File: src/design/sms_pkg.sv
// package for the standby-mode sequencer: offsets, fields, states, carriers
`default_nettype none
package sms_pkg;

    // ------------------------------------------------------------------
    // register map (byte addresses on the axi4-lite slave)
    // ------------------------------------------------------------------
    localparam logic [7:0] SMS_OFF_PWR    = 8'h00;  // power_ctrl_reg
    localparam logic [7:0] SMS_OFF_WDT    = 8'h04;  // watchdog_ctrl_reg
    localparam logic [7:0] SMS_OFF_OSC3   = 8'h08;  // osc_ctrl_reg_three
    localparam logic [7:0] SMS_OFF_BTCTL  = 8'h0c;  // base timer setup
    localparam logic [7:0] SMS_OFF_STATUS = 8'h10;  // mode, read only

    localparam int SMS_REG_W = 8;

    // ------------------------------------------------------------------
    // field positions and reset values
    // ------------------------------------------------------------------
    localparam int PWR_HALT_BIT  = 0;
    localparam int PWR_HOLD_BIT  = 1;
    localparam int PWR_XTAL_BIT  = 2;
    localparam int WDT_SEL3_BIT  = 3;
    localparam int WDT_SEL4_BIT  = 4;
    localparam int WDT_CLR5_BIT  = 5;
    localparam int WDT_LRC_BIT   = 6;   // low-speed rc enable from the watchdog
    localparam int OSC3_CLR6_BIT = 6;
    localparam int BT_RUN_BIT    = 0;
    localparam int BT_SRC_BIT    = 1;   // 1: base timer clocked by low-speed rc

    localparam logic [7:0] SMS_PWR_RST  = 8'h00;
    localparam logic [7:0] SMS_WDT_RST  = 8'h00;
    localparam logic [7:0] SMS_OSC3_RST = 8'h00;
    localparam logic [7:0] SMS_BT_RST   = 8'h00;

    localparam logic [1:0] AXI_OKAY   = 2'h0;
    localparam logic [1:0] AXI_SLVERR = 2'h2;

    // ------------------------------------------------------------------
    // operating modes, one-hot
    // ------------------------------------------------------------------
    typedef enum logic [4:0] {
        SMS_NORMAL = 5'h01,
        SMS_HALT   = 5'h02,
        SMS_HOLD   = 5'h04,
        SMS_XHOLD  = 5'h08,
        SMS_RESET  = 5'h10
    } sms_mode_t;

    // wake-up request lines from the interrupt sources
    typedef struct packed {
        logic base_timer;
        logic port_zero;
        logic ext_irq_four;
        logic ext_irq_two;
        logic ext_irq_one;
        logic ext_irq_zero;
    } sms_wake_t;

    localparam int SMS_WAKE_W = $bits(sms_wake_t);

    // clock and peripheral controls driven toward the oscillators
    typedef struct packed {
        logic lrc_osc_en;
        logic main_osc_en;
        logic base_timer_en;
        logic periph_en;
        logic serial_stop;
    } sms_clk_ctl_t;

endpackage : sms_pkg
`default_nettype wire

File: src/design/sms_sync.sv
// two-flop synchroniser for a bundle of level inputs
`default_nettype none
module sms_sync #(
    parameter int WIDTH = 1
) (
    // clock and reset
    input  wire logic             aclk,
    input  wire logic             aresetn,
    // data
    input  wire logic [WIDTH-1:0] async_in,
    output var  logic [WIDTH-1:0] sync_out
);

    logic [WIDTH-1:0] meta_q;

    // first stage feeds only the second stage
    always_ff @(posedge aclk)
    begin
        if (!aresetn)
        begin
            meta_q   <= '0;
            sync_out <= '0;
        end
        else
        begin
            meta_q   <= async_in;
            sync_out <= meta_q;
        end
    end

endmodule // sms_sync
`default_nettype wire

File: src/design/sms_sequencer.sv
// standby-mode sequencer: halt, hold and crystal hold entry and exit
//
// Local design decisions: the AXI4-Lite interface to the registers and the address map.
`default_nettype none
module sms_sequencer
    import sms_pkg::*;
(
    // clock and reset
    input  wire logic         aclk,
    input  wire logic         aresetn,
    // axi4-lite write address and data
    input  wire logic [7:0]   s_axi_awaddr,
    input  wire logic         s_axi_awvalid,
    output var  logic         s_axi_awready,
    input  wire logic [31:0]  s_axi_wdata,
    input  wire logic [3:0]   s_axi_wstrb,
    input  wire logic         s_axi_wvalid,
    output var  logic         s_axi_wready,
    // axi4-lite write response
    output var  logic [1:0]   s_axi_bresp,
    output var  logic         s_axi_bvalid,
    input  wire logic         s_axi_bready,
    // axi4-lite read
    input  wire logic [7:0]   s_axi_araddr,
    input  wire logic         s_axi_arvalid,
    output var  logic         s_axi_arready,
    output var  logic [31:0]  s_axi_rdata,
    output var  logic [1:0]   s_axi_rresp,
    output var  logic         s_axi_rvalid,
    input  wire logic         s_axi_rready,
    // core and wake-up sources
    input  wire sms_wake_t    wake_req,
    input  wire logic         irq_accept,
    input  wire logic         reset_cond,
    // toward the core and oscillators
    output var  logic         cpu_run,
    output var  logic         core_reset,
    output var  sms_clk_ctl_t clk_ctl,
    output var  sms_mode_t    mode
);

    // ------------------------------------------------------------------
    // helpers
    // ------------------------------------------------------------------
    // decode the mode that software asked for, normal when none
    function automatic sms_mode_t req_mode(input logic [SMS_REG_W-1:0] p);
        if (p[PWR_HOLD_BIT])
            req_mode = p[PWR_XTAL_BIT] ? SMS_XHOLD : SMS_HOLD;
        else if (p[PWR_HALT_BIT])
            req_mode = SMS_HALT;
        else
            req_mode = SMS_NORMAL;
    endfunction

    // ------------------------------------------------------------------
    // pin synchronisers
    // ------------------------------------------------------------------
    logic [SMS_WAKE_W:0] pins_sync;
    sms_wake_t           wake_s;
    logic                reset_s;

    sms_sync #(.WIDTH(SMS_WAKE_W + 1)) u_sync (
        .aclk     (aclk),
        .aresetn  (aresetn),
        .async_in ({reset_cond, wake_req}),
        .sync_out (pins_sync)
    );

    assign wake_s  = sms_wake_t'(pins_sync[SMS_WAKE_W-1:0]);
    assign reset_s = pins_sync[SMS_WAKE_W];

    // ------------------------------------------------------------------
    // axi4-lite slave
    // ------------------------------------------------------------------
    logic [7:0]  aw_addr_q;
    logic        aw_have_q;
    logic [31:0] w_data_q;
    logic [3:0]  w_strb_q;
    logic        w_have_q;
    logic        wr_fire;
    logic        wr_hit;
    logic        rd_fire;

    // readies are flops: low from acceptance until the answer is taken,
    // so a second transfer cannot start while one is still in flight
    always_ff @(posedge aclk)
    begin
        if (!aresetn)
        begin
            s_axi_awready <= 1'b1;
            s_axi_wready  <= 1'b1;
            s_axi_arready <= 1'b1;
        end
        else
        begin
            if (s_axi_awvalid && s_axi_awready)
                s_axi_awready <= 1'b0;
            else if (s_axi_bvalid && s_axi_bready)
                s_axi_awready <= 1'b1;
            if (s_axi_wvalid && s_axi_wready)
                s_axi_wready <= 1'b0;
            else if (s_axi_bvalid && s_axi_bready)
                s_axi_wready <= 1'b1;
            if (rd_fire)
                s_axi_arready <= 1'b0;
            else if (s_axi_rvalid && s_axi_rready)
                s_axi_arready <= 1'b1;
        end
    end
    // write happens once both halves are held and no response is pending
    assign wr_fire = aw_have_q && w_have_q && !s_axi_bvalid;
    assign wr_hit  = (aw_addr_q == SMS_OFF_PWR) || (aw_addr_q == SMS_OFF_WDT) ||
                     (aw_addr_q == SMS_OFF_OSC3) || (aw_addr_q == SMS_OFF_BTCTL);
    assign rd_fire = s_axi_arvalid && s_axi_arready;

    // address and data captured in either order
    always_ff @(posedge aclk)
    begin
        if (!aresetn)
        begin
            aw_have_q <= 1'b0;
            w_have_q  <= 1'b0;
            aw_addr_q <= 8'h00;
            w_data_q  <= 32'h0000_0000;
            w_strb_q  <= 4'h0;
        end
        else
        begin
            if (s_axi_awvalid && s_axi_awready)
            begin
                aw_have_q <= 1'b1;
                aw_addr_q <= s_axi_awaddr;
            end
            else if (wr_fire)
                aw_have_q <= 1'b0;
            if (s_axi_wvalid && s_axi_wready)
            begin
                w_have_q <= 1'b1;
                w_data_q <= s_axi_wdata;
                w_strb_q <= s_axi_wstrb;
            end
            else if (wr_fire)
                w_have_q <= 1'b0;
        end
    end

    // write response, slverr on unmapped or read-only address
    always_ff @(posedge aclk)
    begin
        if (!aresetn)
        begin
            s_axi_bvalid <= 1'b0;
            s_axi_bresp  <= AXI_OKAY;
        end
        else if (wr_fire)
        begin
            s_axi_bvalid <= 1'b1;
            s_axi_bresp  <= wr_hit ? AXI_OKAY : AXI_SLVERR;
        end
        else if (s_axi_bready)
            s_axi_bvalid <= 1'b0;
    end

    // ------------------------------------------------------------------
    // registers and sequencing state
    // ------------------------------------------------------------------
    logic [SMS_REG_W-1:0] pwr_q;
    logic [SMS_REG_W-1:0] wdt_q;
    logic [SMS_REG_W-1:0] osc3_q;
    logic [SMS_REG_W-1:0] bt_q;
    sms_mode_t            mode_d;
    logic                 pwr_wr;
    logic                 wake_hold;
    logic                 wake_xhold;
    logic                 entering;
    logic                 abort;
    logic                 lrc_keep_q;
    logic                 lrc_entry_q;

    // only the low byte carries a register
    assign pwr_wr = wr_fire && (aw_addr_q == SMS_OFF_PWR) && w_strb_q[0];

    // wake sources per hold flavour
    assign wake_hold  = wake_s.ext_irq_zero | wake_s.ext_irq_one |
                        wake_s.ext_irq_two | wake_s.ext_irq_four | wake_s.port_zero;
    assign wake_xhold = wake_hold | wake_s.base_timer;

    // a fresh mode request while stopped counts as an abort, like the reset source
    assign abort = reset_s || pwr_wr;
    assign entering = (mode == SMS_NORMAL) && (req_mode(pwr_q) != SMS_NORMAL);

    // mode sequencing
    always_comb
    begin
        mode_d = mode;
        unique case (mode)
            SMS_NORMAL: mode_d = req_mode(pwr_q);
            SMS_HALT:
            begin
                if (abort)
                    mode_d = SMS_RESET;
                else if (irq_accept)
                    mode_d = SMS_NORMAL;
            end
            SMS_HOLD:
            begin
                if (abort)
                    mode_d = SMS_RESET;
                else if (wake_hold)
                    mode_d = SMS_HALT;
            end
            SMS_XHOLD:
            begin
                if (abort)
                    mode_d = SMS_RESET;
                else if (wake_xhold)
                    mode_d = SMS_HALT;
            end
            SMS_RESET:  mode_d = SMS_NORMAL;
            default:    mode_d = SMS_RESET;
        endcase
    end

    always_ff @(posedge aclk)
    begin
        if (!aresetn)
            mode <= SMS_NORMAL;
        else
            mode <= mode_d;
    end

    // power control: hardware updates applied after the software write
    always_ff @(posedge aclk)
    begin
        if (!aresetn)
            pwr_q <= SMS_PWR_RST;
        else if (mode == SMS_RESET)
            pwr_q <= SMS_PWR_RST;
        else
        begin
            if (pwr_wr)
                pwr_q <= w_data_q[SMS_REG_W-1:0];
            if (entering && (mode_d != SMS_HALT))
                pwr_q[PWR_HALT_BIT] <= 1'b1;
            if ((mode == SMS_HALT) && (mode_d == SMS_NORMAL))
                pwr_q[PWR_HALT_BIT] <= 1'b0;
            if (((mode == SMS_HOLD) || (mode == SMS_XHOLD)) && (mode_d == SMS_HALT))
                pwr_q[PWR_HOLD_BIT] <= 1'b0;
        end
    end

    // watchdog control byte
    always_ff @(posedge aclk)
    begin
        if (!aresetn)
            wdt_q <= SMS_WDT_RST;
        else
        begin
            if (wr_fire && (aw_addr_q == SMS_OFF_WDT) && w_strb_q[0])
                wdt_q <= w_data_q[SMS_REG_W-1:0];
            if (entering && !wdt_q[WDT_SEL4_BIT] && wdt_q[WDT_SEL3_BIT])
                wdt_q[WDT_CLR5_BIT] <= 1'b0;
        end
    end

    // oscillator control three and base timer setup
    always_ff @(posedge aclk)
    begin
        if (!aresetn)
        begin
            osc3_q <= SMS_OSC3_RST;
            bt_q   <= SMS_BT_RST;
        end
        else
        begin
            if (wr_fire && (aw_addr_q == SMS_OFF_OSC3) && w_strb_q[0])
                osc3_q <= w_data_q[SMS_REG_W-1:0];
            if (wr_fire && (aw_addr_q == SMS_OFF_BTCTL) && w_strb_q[0])
                bt_q <= w_data_q[SMS_REG_W-1:0];
            if (entering && (mode_d == SMS_HOLD))
                osc3_q[OSC3_CLR6_BIT] <= 1'b0;
        end
    end

    // snapshot of the low-speed rc at crystal hold entry
    always_ff @(posedge aclk)
    begin
        if (!aresetn)
        begin
            lrc_keep_q  <= 1'b0;
            lrc_entry_q <= 1'b0;
        end
        else if (entering && (mode_d == SMS_XHOLD))
        begin
            lrc_keep_q  <= bt_q[BT_RUN_BIT] && bt_q[BT_SRC_BIT];
            lrc_entry_q <= clk_ctl.lrc_osc_en;
        end
    end

    // ------------------------------------------------------------------
    // outputs toward core and oscillators, all registered
    // ------------------------------------------------------------------
    always_ff @(posedge aclk)
    begin
        if (!aresetn)
        begin
            cpu_run    <= 1'b1;
            core_reset <= 1'b0;
            clk_ctl    <= '0;
        end
        else
        begin
            cpu_run    <= (mode_d == SMS_NORMAL);
            core_reset <= (mode_d == SMS_RESET);
            clk_ctl.main_osc_en   <= (mode_d == SMS_NORMAL) || (mode_d == SMS_HALT);
            clk_ctl.periph_en     <= (mode_d == SMS_NORMAL) || (mode_d == SMS_HALT);
            clk_ctl.serial_stop   <= (mode_d == SMS_HALT);
            clk_ctl.base_timer_en <= bt_q[BT_RUN_BIT] && (mode_d != SMS_HOLD);
            // the watchdog bit stays in charge in standby, except the crystal
            // hold case where the base timer depends on the running rc
            if ((mode_d == SMS_XHOLD) && (lrc_keep_q || (entering &&
                bt_q[BT_RUN_BIT] && bt_q[BT_SRC_BIT])))
                clk_ctl.lrc_osc_en <= entering ? clk_ctl.lrc_osc_en
                                               : lrc_entry_q;
            else
                clk_ctl.lrc_osc_en <= wdt_q[WDT_LRC_BIT];
        end
    end

    // read path, one cycle after the address is taken
    always_ff @(posedge aclk)
    begin
        if (!aresetn)
        begin
            s_axi_rvalid <= 1'b0;
            s_axi_rdata  <= 32'h0000_0000;
            s_axi_rresp  <= AXI_OKAY;
        end
        else if (rd_fire)
        begin
            s_axi_rvalid <= 1'b1;
            s_axi_rresp  <= AXI_OKAY;
            unique case (s_axi_araddr)
                SMS_OFF_PWR:    s_axi_rdata <= {24'h000000, pwr_q};
                SMS_OFF_WDT:    s_axi_rdata <= {24'h000000, wdt_q};
                SMS_OFF_OSC3:   s_axi_rdata <= {24'h000000, osc3_q};
                SMS_OFF_BTCTL:  s_axi_rdata <= {24'h000000, bt_q};
                SMS_OFF_STATUS: s_axi_rdata <= {27'h0000000, mode};
                default:
                begin
                    s_axi_rdata <= 32'h0000_0000;
                    s_axi_rresp <= AXI_SLVERR;
                end
            endcase
        end
        else if (s_axi_rready)
            s_axi_rvalid <= 1'b0;
    end

endmodule // sms_sequencer
`default_nettype wire

File: config.mk
export PLATFORM = sky130hd
export DESIGN_NAME = sms_sequencer
export DESIGN_NICKNAME = d
export VERILOG_FILES = /design/src/design/sms_pkg.sv /design/src/design/sms_sync.sv /design/src/design/sms_sequencer.sv
export SDC_FILE = /design/constraint.sdc
export NUM_CORES = 1
export LEC_CHECK = 0
export BUFFER_PORTS_ARGS = -buffer_cell sky130_fd_sc_hd__buf_2
export CAP_MARGIN = 20
export CORE_ASPECT_RATIO = 0.5
export CORE_MARGIN = 10
export CORE_UTILIZATION = 45
export CTS_BUF_LIST = sky130_fd_sc_hd__clkbuf_8
export DETAILED_ROUTE_END_ITERATION = 12
export PLACE_DENSITY_LB_ADDON = 0.05
export SLEW_MARGIN = 30
export SYNTH_ARGS = -nofsm -noshare
export SYNTH_HDL_FRONTEND = slang
export SYNTH_SLANG_ARGS = --single-unit
File: constraint.sdc
create_clock -name aclk -period 4.43 [get_ports aclk]
set_input_delay 0.2215 -clock aclk [delete_from_list [all_inputs] [get_ports aclk]]
set_output_delay 0.2215 -clock aclk [all_outputs]
set_load 0.05 [all_outputs]
==> results of run 1 <==
-- cell type report --
type | instances | area share, %
Timing Repair Buffer | 67 | 7.68
Sequential cell | 93 | 42.3
Multi-Input combinational cell | 310 | 42.2
Inverter | 8 | 0.683
Clock inverter | 7 | 1.14
Tap cell | 112 | 3.19
Clock buffer | 9 | 2.82
-- how the worst min path moves through the flow --
| stage | depth (start not counted) | startpoint | slack (ns) | to |
|---|---|---|---|---|
| detailed placement | 1 | u_sync.meta_q[1]$_SDFF_PN0_ | 0.42 | u_sync.sync_out[1]$_SDFF_PN0_ |
| finish | 2 | wake_req[4] | 0.06 | u_sync.meta_q[4]$_SDFF_PN0_ |
| CTS | 2 | wake_req[4] | 0.04 | u_sync.meta_q[4]$_SDFF_PN0_ |
| floorplan | 1 | wake_req[0] | 0.35 | u_sync.meta_q[0]$_SDFF_PN0_ |
| global route | 2 | reset_cond | 0.05 | u_sync.meta_q[6]$_SDFF_PN0_ |
| global placement | 1 | u_sync.meta_q[4]$_SDFF_PN0_ | 0.41 | u_sync.sync_out[4]$_SDFF_PN0_ |
-- per-stage QoR --
stage	power [mW]	instance area [sq um]	std cells	hold WS (ns)	worst slack (ns)
3_3_place_gp	1.13	4210	590	0.414	2.17
6_report	1.62	4400	606	0.0558	2.13
5_1_grt	1.69	4400	606	0.0467	2.04
2_1_floorplan	1.09	4020	462	0.349	2.04
3_5_place_dp	1.13	4210	590	0.418	2.17
4_1_cts	1.64	4390	606	0.0381	2.14
-- power by group through the flow --
stage	logic [mW]	clock network [mW]	registers, mW
finish	0.219	0.511	0.889
global placement	0.219	0	0.908
global route	0.239	0.562	0.894
CTS	0.220	0.531	0.888
floorplan	0.152	0	0.940
detailed placement	0.219	0	0.908
-- per-layer routing --
| layer | global-route usage [%] | vias to the layer above |
|---|---|---|
| met5 | 0 | - |
| met4 | 4.43 | 0 |
| met3 | 6.18 | 9 |
| met2 | 22.1 | 92 |
| met1 | 18.0 | 1416 |
| li1 | - | 1555 |
-- layout by cell type, fill, tap and decap left out, types with 8 or more instances in the layout --
cell type	instances
and2_1	19
clkbuf_8	9
inv_1	8
dfxtp_1	93
o21ai_0	13
mux2i_1	25
conb_1	26
nand2_1	63
buf_2	66
nor2_1	38
a21oi_1	46
-- worst max-delay path, delay by kind of cell (launching register included) --
| kind | cells | cell delay (ns) |
|---|---|---|
| compound gates | 2 | 0.61 |
| simple gates | 2 | 0.96 |
| flops | 1 | 0.46 |
| mux | 1 | 0.15 |
-- logic make-up after synthesis --
group           share of synthesized area (%)
simple gates                             20.2
flops                                    47.4
compound gates                           12.5
buf+inv                                  8.31
mux                                      11.2
xor+xnor                                0.223
other cells                            0.0954
-- state kept, by name, summed over array words and instances, names as in the netlist, 4 cells and up --
name             cells
aw_addr_q            8
bt_q                 8
osc3_q               8
pwr_q                8
s_axi_rdata          8
w_data_q             8
wdt_q                8
u_sync.meta_q        7
u_sync.sync_out      7
mode                 5
clk_ctl              4
==> impl_metrics.env, run 1 <==
export IMPL_status="finished, final reports clean"
export IMPL_setup_viol=0
export IMPL_htree_levels=3
export IMPL_nNetsFinal=556
export IMPL_io_buffers=66
export IMPL_route_top_layer_used="met4"
export IMPL_grt_max_degree=39
export IMPL_wl_per_cell_um=15.4
export IMPL_r2r_end="clk_ctl[4]$_SDFFE_PN0P_"
export IMPL_dieArea_sq_um=13100
export IMPL_dieHeight_um=86.1
export IMPL_numClockSinks=93
export IMPL_antenna_found_initial=0
export IMPL_place_gp_congestion=0.759
export IMPL_wl_met3_um=840
export IMPL_syn_avg_cell_area_sq_um=8.99
export IMPL_synth_cell_types=46
export IMPL_die_x_um=152
export IMPL_pwr_share_comb_pct=13.5
export IMPL_max_freq_ghz=0.435
export IMPL_core_area_sq_um=8260
export IMPL_fillCellCount=818
export IMPL_fin_util_pct=53.2
export IMPL_final_layout_size_suffix_gt1_share_pct=21.1
export IMPL_reg2reg_depth=5
export IMPL_setup_tns_final_ns=0
export IMPL_yosys_top_cells_area="dfxtp_1, mux2i_1, nand2_1"
export IMPL_root_buffer="clkbuf_8"
export IMPL_drtAntennaViolNets=0
export IMPL_p_per_area_nw_per_um2=368
export IMPL_pwr_share_seq_pct=54.9
export IMPL_antenna_cells=0
export IMPL_async_flop_share_pct=0
export IMPL_synth_edf_count=0
export IMPL_min_path_type="in2reg"
export IMPL_rsz0062_at_grt="no"
export IMPL_cts_tree="yes"
export IMPL_wl_met2_um=3800
export IMPL_r2r_start="mode[1]$_SDFF_PN0_"
export IMPL_drtPass1Iterations=4
export IMPL_cts_resized=0
export IMPL_drc=0
export IMPL_drtIter0Drc=102
export IMPL_clock_latency_ns=0.37
export IMPL_worst_pin_slew_ns=0.805
export IMPL_yosysTopAreaCell="dfxtp_1"
export IMPL_crit_end="clk_ctl[4]$_SDFFE_PN0P_"
export IMPL_place_hpwl_um=6780
export IMPL_drv_cap=0
export IMPL_ys_seq_elements=93
export IMPL_grt_use_total_pct=14.4
export IMPL_syn_area_sq_um=3930
export IMPL_wirelength_um=9300
export IMPL_overflow=0
export IMPL_clk_path_buf_depth=2
export IMPL_via_per_inst=5.07
export IMPL_multi_input_area_sq_um=1850
export IMPL_crit_chain="or3_4 -> or4b_1 -> o31ai_1 -> o21ai_0 -> mux2i_1"
export IMPL_power_switching_mw=0.495
export IMPL_r2r_slack_ns=2.13
export IMPL_synth_most_common_cell="dfxtp_1"
export IMPL_pwr_share_clk_pct=31.6
export IMPL_slowest_delay_ns=0.48
export IMPL_critPathKind="reg2reg"
export IMPL_grt_pass1_wl_um=15700
export IMPL_placementRows=23
export IMPL_grt_pass1_vias=3112
export IMPL_cp_startpoint="mode[1]$_SDFF_PN0_"
export IMPL_vias=3072
export IMPL_period_share_pct=51.9
export IMPL_period_needed_ns=2.30
export IMPL_peakVddDrop_uv=154
export IMPL_cp_slowest_cell="or3_4"
export IMPL_crit_fanout=12
export IMPL_required_ns=4.69
export IMPL_p_leak_nw=1.89
export IMPL_io_pins=120
export IMPL_end_kind="register"
export IMPL_report_final_slew_viol_count=0
export IMPL_clkSlewWorstSetupHoldPaths_ns=0.09
export IMPL_wl_met1_um=4560
export IMPL_fin_skew_ns=0.0116
export IMPL_start_util_pct=47.6
export IMPL_synthFlopType="dfxtp_1"
export IMPL_critPathLaunchType="register"
export IMPL_cts_buffers=9
export IMPL_relSlewSlack_pct=45.9
export IMPL_internal_power_mw=1.12
export IMPL_postCtsSetupBuffers=0
export IMPL_area_growth_syn_to_layout_pct=11.9
export IMPL_ys_warn_count=0
export IMPL_synth_seq_area_share_pct=47.4
export IMPL_syn_inst=437
export IMPL_hold_buffers=0
export IMPL_final_hold_viol_count=0
export IMPL_synth_top_cells_by_count="dfxtp_1, nand2_1, a21oi_1, nor2_1, buf_4"
export IMPL_p_sw_share_pct=30.6
export IMPL_seqCellArea_sq_um=1860
export IMPL_arrival_ns=2.56
export IMPL_synth_top_area_share_pct=47.4
Note: power is estimated with default switching activity, not from simulation.
==> inputs of run 2 (changes only) <==
- clock period: 4.43 -> 2.33 ns (I/O delays scaled with it)
==> run 2 against run 1 <==
  * Critical path depth stayed put
  * Die area unchanged
  * Cell area increased by 7.7%
  * Worst setup slack got worse by 1.9 ns
  * Final cell count is 5.6% higher
  * Flip-flop and latch count unchanged
==> impl_metrics.env, run 2 (synthesized netlist as in run 1, its figures left out) <==
export IMPL_rsz0062_at_grt="no"
export IMPL_place_hpwl_um=7080
export IMPL_fillCellCount=770
export IMPL_pwr_share_clk_pct=33.5
export IMPL_wl_met2_um=4240
export IMPL_via_per_inst=5.02
export IMPL_drtIter0Drc=148
export IMPL_fin_util_pct=57.4
export IMPL_htree_levels=3
export IMPL_place_gp_congestion=0.809
export IMPL_final_cell_mix="dfxtp_1, buf_2, nand2_1"
export IMPL_status="finished, final reports clean"
export IMPL_end_kind="register"
export IMPL_final_hold_viol_count=0
export IMPL_p_sw_share_pct=28.7
export IMPL_drtPass1Iterations=4
export IMPL_p_per_area_nw_per_um2=683
export IMPL_io_buffers=66
export IMPL_antenna_found_initial=0
export IMPL_grt_max_degree=43
export IMPL_dieHeight_um=86.1
export IMPL_clk_path_buf_depth=2
export IMPL_wl_met3_um=761
export IMPL_worst_slack_ns=0.210
export IMPL_cp_slowest_cell="or4_4"
export IMPL_arrival_ns=2.38
export IMPL_power_switching_mw=0.928
export IMPL_start_util_pct=47.6
export IMPL_crit_fanout=7
export IMPL_timing_hold_ws_ns=0.0282
export IMPL_drc=0
export IMPL_crit_top_cell="or4_4"
export IMPL_route_top_layer_used="met4"
export IMPL_period_needed_ns=2.12
export IMPL_postCtsSetupBuffers=0
export IMPL_root_buffer="clkbuf_8"
export IMPL_grt_pass1_vias=3214
export IMPL_period_share_pct=91.0
export IMPL_final_common_cell="dfxtp_1"
export IMPL_setup_tns_final_ns=0
export IMPL_die_x_um=152
export IMPL_power_total_mw=3.24
export IMPL_dieArea_sq_um=13100
export IMPL_pwr_share_seq_pct=52.0
export IMPL_max_freq_ghz=0.472
export IMPL_area_growth_syn_to_layout_pct=20.5
export IMPL_clock_latency_ns=0.36
export IMPL_clkSlewWorstSetupHoldPaths_ns=0.09
export IMPL_vias=3211
export IMPL_drtAntennaViolNets=0
export IMPL_wirelength_um=9940
export IMPL_setup_viol=0
export IMPL_numClockSinks=93
export IMPL_io_pins=120
export IMPL_final_layout_size_suffix_gt1_share_pct=21.8
export IMPL_internal_power_mw=2.31
export IMPL_fin_skew_ns=0.0118
export IMPL_dp_slack_ns=0.230
export IMPL_overflow=0
export IMPL_grt_use_total_pct=15.2
export IMPL_required_ns=2.59
export IMPL_crit_chain="and3b_4 -> and4_4 -> or4_4 -> or4_4 -> and4_1"
export IMPL_cts_buffers=9
export IMPL_min_path_type="in2reg"
export IMPL_critPathKind="reg2reg"
export IMPL_cts_tree="yes"
export IMPL_grt_pass1_wl_um=16500
export IMPL_antenna_cells=0
export IMPL_report_final_slew_viol_count=0
export IMPL_critPathLaunchType="register"
export IMPL_placementRows=23
export IMPL_pwr_share_comb_pct=14.5
export IMPL_nNetsFinal=591
export IMPL_drv_cap=0
export IMPL_wl_met1_um=4840
export IMPL_p_leak_nw=2.07
export IMPL_wl_per_cell_um=15.5
export IMPL_relSlewSlack_pct=55.3
export IMPL_core_area_sq_um=8260
export IMPL_peakVddDrop_uv=283
export IMPL_worst_pin_slew_ns=0.670
export IMPL_slowest_delay_ns=0.54
[run 2: worst max-delay path: cells and delay by family (launching register included)]
kind             cells  cell delay [ns]
and+or+nand+nor      5             1.63
DFF                  1             0.39
[run 2: final timing paths]
check                                    from                       endpoint  slack, ns  cells after the start
hold reg to reg   u_sync.meta_q[6]$_SDFF_PN0_  u_sync.sync_out[6]$_SDFF_PN0_       0.44                      1
setup reg to reg    s_axi_bvalid$_SDFFE_PN0P_          clk_ctl[2]$_SDFF_PN0_       0.21                      5
setup / recovery    s_axi_bvalid$_SDFFE_PN0P_          clk_ctl[2]$_SDFF_PN0_       0.21                      5
hold / removal                 s_axi_wdata[1]       w_data_q[1]$_SDFFE_PN0P_       0.03                      3
[run 2: per-layer routing]
layer,global-route usage [%],vias to the layer above
li1,-,1626
met1,19.3,1492
met2,23.8,83
met3,5.98,10
met4,3.65,0
met5,0,-
[run 2: power groups by stage]
| stage | combinational [mW] | clock, mW | sequential [mW] |
|---|---|---|---|
| 6_report | 0.468 | 1.08 | 1.68 |
| 3_5_place_dp | 0.437 | 0 | 1.72 |
| 5_1_grt | 0.505 | 1.18 | 1.69 |
| 2_1_floorplan | 0.289 | 0 | 1.79 |
| 4_1_cts | 0.467 | 1.11 | 1.68 |
| 3_3_place_gp | 0.437 | 0 | 1.72 |
[run 2: final cells by class]
cell class / count / area, sq um / share of cell area [%]
Timing Repair Buffer: 102 / 671 / 14.2
Sequential cell: 93 / 1860 / 39.3
Clock buffer: 10 / 138 / 2.91
Tap cell: 112 / 140 / 2.96
Inverter: 8 / 30.0 / 0.634
Multi-Input combinational cell: 310 / 1840 / 38.7
Clock inverter: 5 / 60.1 / 1.27
[run 2: repair_timing]
item,CTS,global route
endpoints found under the hold margin,23,0
hold buffers,23,0
gates resized for setup,0,0
[run 2: through the flow]
step,cell area [sq um],std cells
5_1_grt,4740,640
3_5_place_dp,4310,602
3_3_place_gp,4310,602
2_1_floorplan,4030,462
6_report,4740,640
4_1_cts,4740,640
==> inputs of run 3 (changes only) <==
- ABC_AREA: default -> 1
==> run 3 against run 2 <==
  * Combinational power rose by 15%
  * Die area is 1.6% higher
  * Wire length fell by 6.5%
  * Critical path type unchanged
  * Critical endpoint is now bt_q[3]$_SDFFE_PN0P_
==> impl_metrics.env, run 3 <==
export IMPL_final_cell_mix="dfxtp_1, inv_1, nand2_1"
export IMPL_drtIter0Drc=156
export IMPL_period_needed_ns=1.75
export IMPL_synth_seq_area_share_pct=46.5
export IMPL_p_leak_nw=2.08
export IMPL_setup_tns_final_ns=0
export IMPL_drc=0
export IMPL_area_growth_syn_to_layout_pct=16.3
export IMPL_syn_avg_cell_area_sq_um=7.54
export IMPL_drtAntennaViolNets=0
export IMPL_place_area_sq_um=4310
export IMPL_syn_area_sq_um=4010
export IMPL_internal_power_mw=2.45
export IMPL_slowest_delay_ns=0.45
export IMPL_ys_warn_count=0
export IMPL_crit_fanout=16
export IMPL_dieHeight_um=86.7
export IMPL_final_layout_size_suffix_gt1_share_pct=16.1
export IMPL_drv_cap=0
export IMPL_wl_per_cell_um=12.8
export IMPL_period_share_pct=75.1
export IMPL_overflow=0
export IMPL_finalInstanceArea_sq_um=4660
export IMPL_synth_top_area_share_pct=46.5
export IMPL_setup_viol=0
export IMPL_synth_cell_types=35
export IMPL_grt_use_total_pct=14.1
export IMPL_final_hold_viol_count=0
export IMPL_crit_chain="or2_4 -> nor2_8 -> nand3_1 -> o21ai_0 -> a21oi_1"
export IMPL_grt_pass1_wl_um=15500
export IMPL_status="finished, final reports clean"
export IMPL_final_common_cell="dfxtp_1"
export IMPL_placementRows=24
export IMPL_place_hpwl_um=6960
export IMPL_cts_buffers=9
export IMPL_wl_met2_um=4020
export IMPL_yosys_top_cells_area="dfxtp_1, o21ai_0, inv_1"
export IMPL_max_freq_ghz=0.572
export IMPL_required_ns=2.57
export IMPL_arrival_ns=1.99
export IMPL_route_top_layer_used="met4"
export IMPL_syn_inst=531
export IMPL_ys_seq_elements=93
export IMPL_antenna_cells=0
export IMPL_p_sw_share_pct=29.0
export IMPL_pwr_share_clk_pct=34.9
export IMPL_core_area_sq_um=8680
export IMPL_clock_latency_ns=0.38
export IMPL_p_per_area_nw_per_um2=742
export IMPL_die_x_um=153
export IMPL_synth_top_cells_by_count="dfxtp_1, inv_1, nand2_1, o21ai_0, a21oi_1"
export IMPL_synth_edf_count=0
export IMPL_synthFlopType="dfxtp_1"
export IMPL_vias=3377
export IMPL_clkSlewWorstSetupHoldPaths_ns=0.09
export IMPL_numClockSinks=93
export IMPL_start_util_pct=46.2
export IMPL_pwr_share_comb_pct=15.6
export IMPL_critPathLaunchType="register"
export IMPL_cts_tree="yes"
export IMPL_antenna_found_initial=0
export IMPL_io_pins=120
export IMPL_min_path_type="in2reg"
export IMPL_fin_skew_ns=0.00874
export IMPL_wl_met1_um=4490
export IMPL_pwr_share_seq_pct=49.5
export IMPL_nNetsFinal=671
export IMPL_critPathKind="reg2reg"
export IMPL_dieArea_sq_um=13300
export IMPL_root_buffer="clkbuf_8"
export IMPL_clk_path_buf_depth=2
export IMPL_htree_levels=3
export IMPL_io_buffers=66
export IMPL_wirelength_um=9290
export IMPL_peakVddDrop_uv=481
export IMPL_rsz0062_at_grt="no"
export IMPL_drtPass1Iterations=6
export IMPL_worst_pin_slew_ns=0.596
export IMPL_wl_met3_um=691
export IMPL_cp_slowest_cell="nand3_1"
export IMPL_grt_pass1_vias=3288
export IMPL_report_final_slew_viol_count=0
export IMPL_via_per_inst=4.65
export IMPL_grt_max_degree=56
export IMPL_relSlewSlack_pct=60.2
export IMPL_end_kind="register"
export IMPL_yosysTopAreaCell="dfxtp_1"
export IMPL_synth_most_common_cell="dfxtp_1"
export IMPL_power_switching_mw=1.00
export IMPL_async_flop_share_pct=0
export IMPL_place_gp_congestion=0.813
==> run 3: changes by cell type in the layout (fill, tap and decap cells not counted), sizes merged, moves of 11 or more <==
cell	previous run	this run
and2	19	1
mux2i	25	0
o21ai	13	60
nand3	7	28
buf	79	68
inv	9	80
nor2	38	56
a21oi	46	59
==> run 3: worst max-delay path, delay by kind of cell (launching register included) <==
kind | cells | cell delay [ns]
flops | 1 | 0.32
compound gates | 2 | 0.40
simple gates | 3 | 0.89
==> run 3: worst paths after layout <==
kind                                    start                            end  slack [ns]  depth (start not counted)
setup / recovery    aw_addr_q[0]$_SDFFE_PN0P_           bt_q[3]$_SDFFE_PN0P_        0.58                          5
hold / removal                s_axi_awaddr[0]      aw_addr_q[0]$_SDFFE_PN0P_      0.0002                          3
setup reg to reg    aw_addr_q[0]$_SDFFE_PN0P_           bt_q[3]$_SDFFE_PN0P_        0.58                          5
hold reg to reg   u_sync.meta_q[2]$_SDFF_PN0_  u_sync.sync_out[2]$_SDFF_PN0_        0.41                          2
==> run 3: cell type report <==
type,instances,area (sq um)
timing repair buffer,81,475
fill,874,4020
tap,117,146
inverter,80,300
clock inverter,5,73.8
clock buffer,11,151
multi-input combinational,339,1650
sequential,93,1860
==> run 3: timing repair <==
item | in CTS | in global routing
hold buffers | 13 | 0
gates resized for setup | 0 | 0
buffers inserted | 0 | 0
endpoints found under the setup margin | 0 | 0
endpoints found under the hold margin | 13 | 0
==> run 3: power by group through the flow <==
stage | logic, mW | clock network [mW] | registers (mW)
floorplan | 0.344 | 0 | 1.85
global placement | 0.523 | 0 | 1.75
detailed placement | 0.525 | 0 | 1.75
CTS | 0.542 | 1.24 | 1.71
global route | 0.596 | 1.30 | 1.72
finish | 0.540 | 1.21 | 1.71
==> run 3: through the flow <==
step,hold WS (ns),power (mW),setup WS [ns],utilization (%),instances
detailed placement,0.299,2.27,0.526,49.6,697
finish,0.000208,3.46,0.581,53.7,726
global placement,0.296,2.27,0.577,49.6,697
global route,0.0239,3.62,0.379,53.7,726
floorplan,0.214,2.19,0.741,-,556
CTS,0.00742,3.49,0.506,53.7,726
==> run 3: cells by family after synthesis <==
family / synth area share (%)
flops: 46.5
compound gates: 18.4
simple gates: 20.4
other cells: 0.0936
buf+inv: 14.6
==> run 3: per-layer routing <==
layer | global-route usage (%) | vias up
li1 | - | 1809
met1 | 17.0 | 1473
met2 | 22.7 | 88
met3 | 5.93 | 7
met4 | 3.92 | 0
met5 | 0 | -
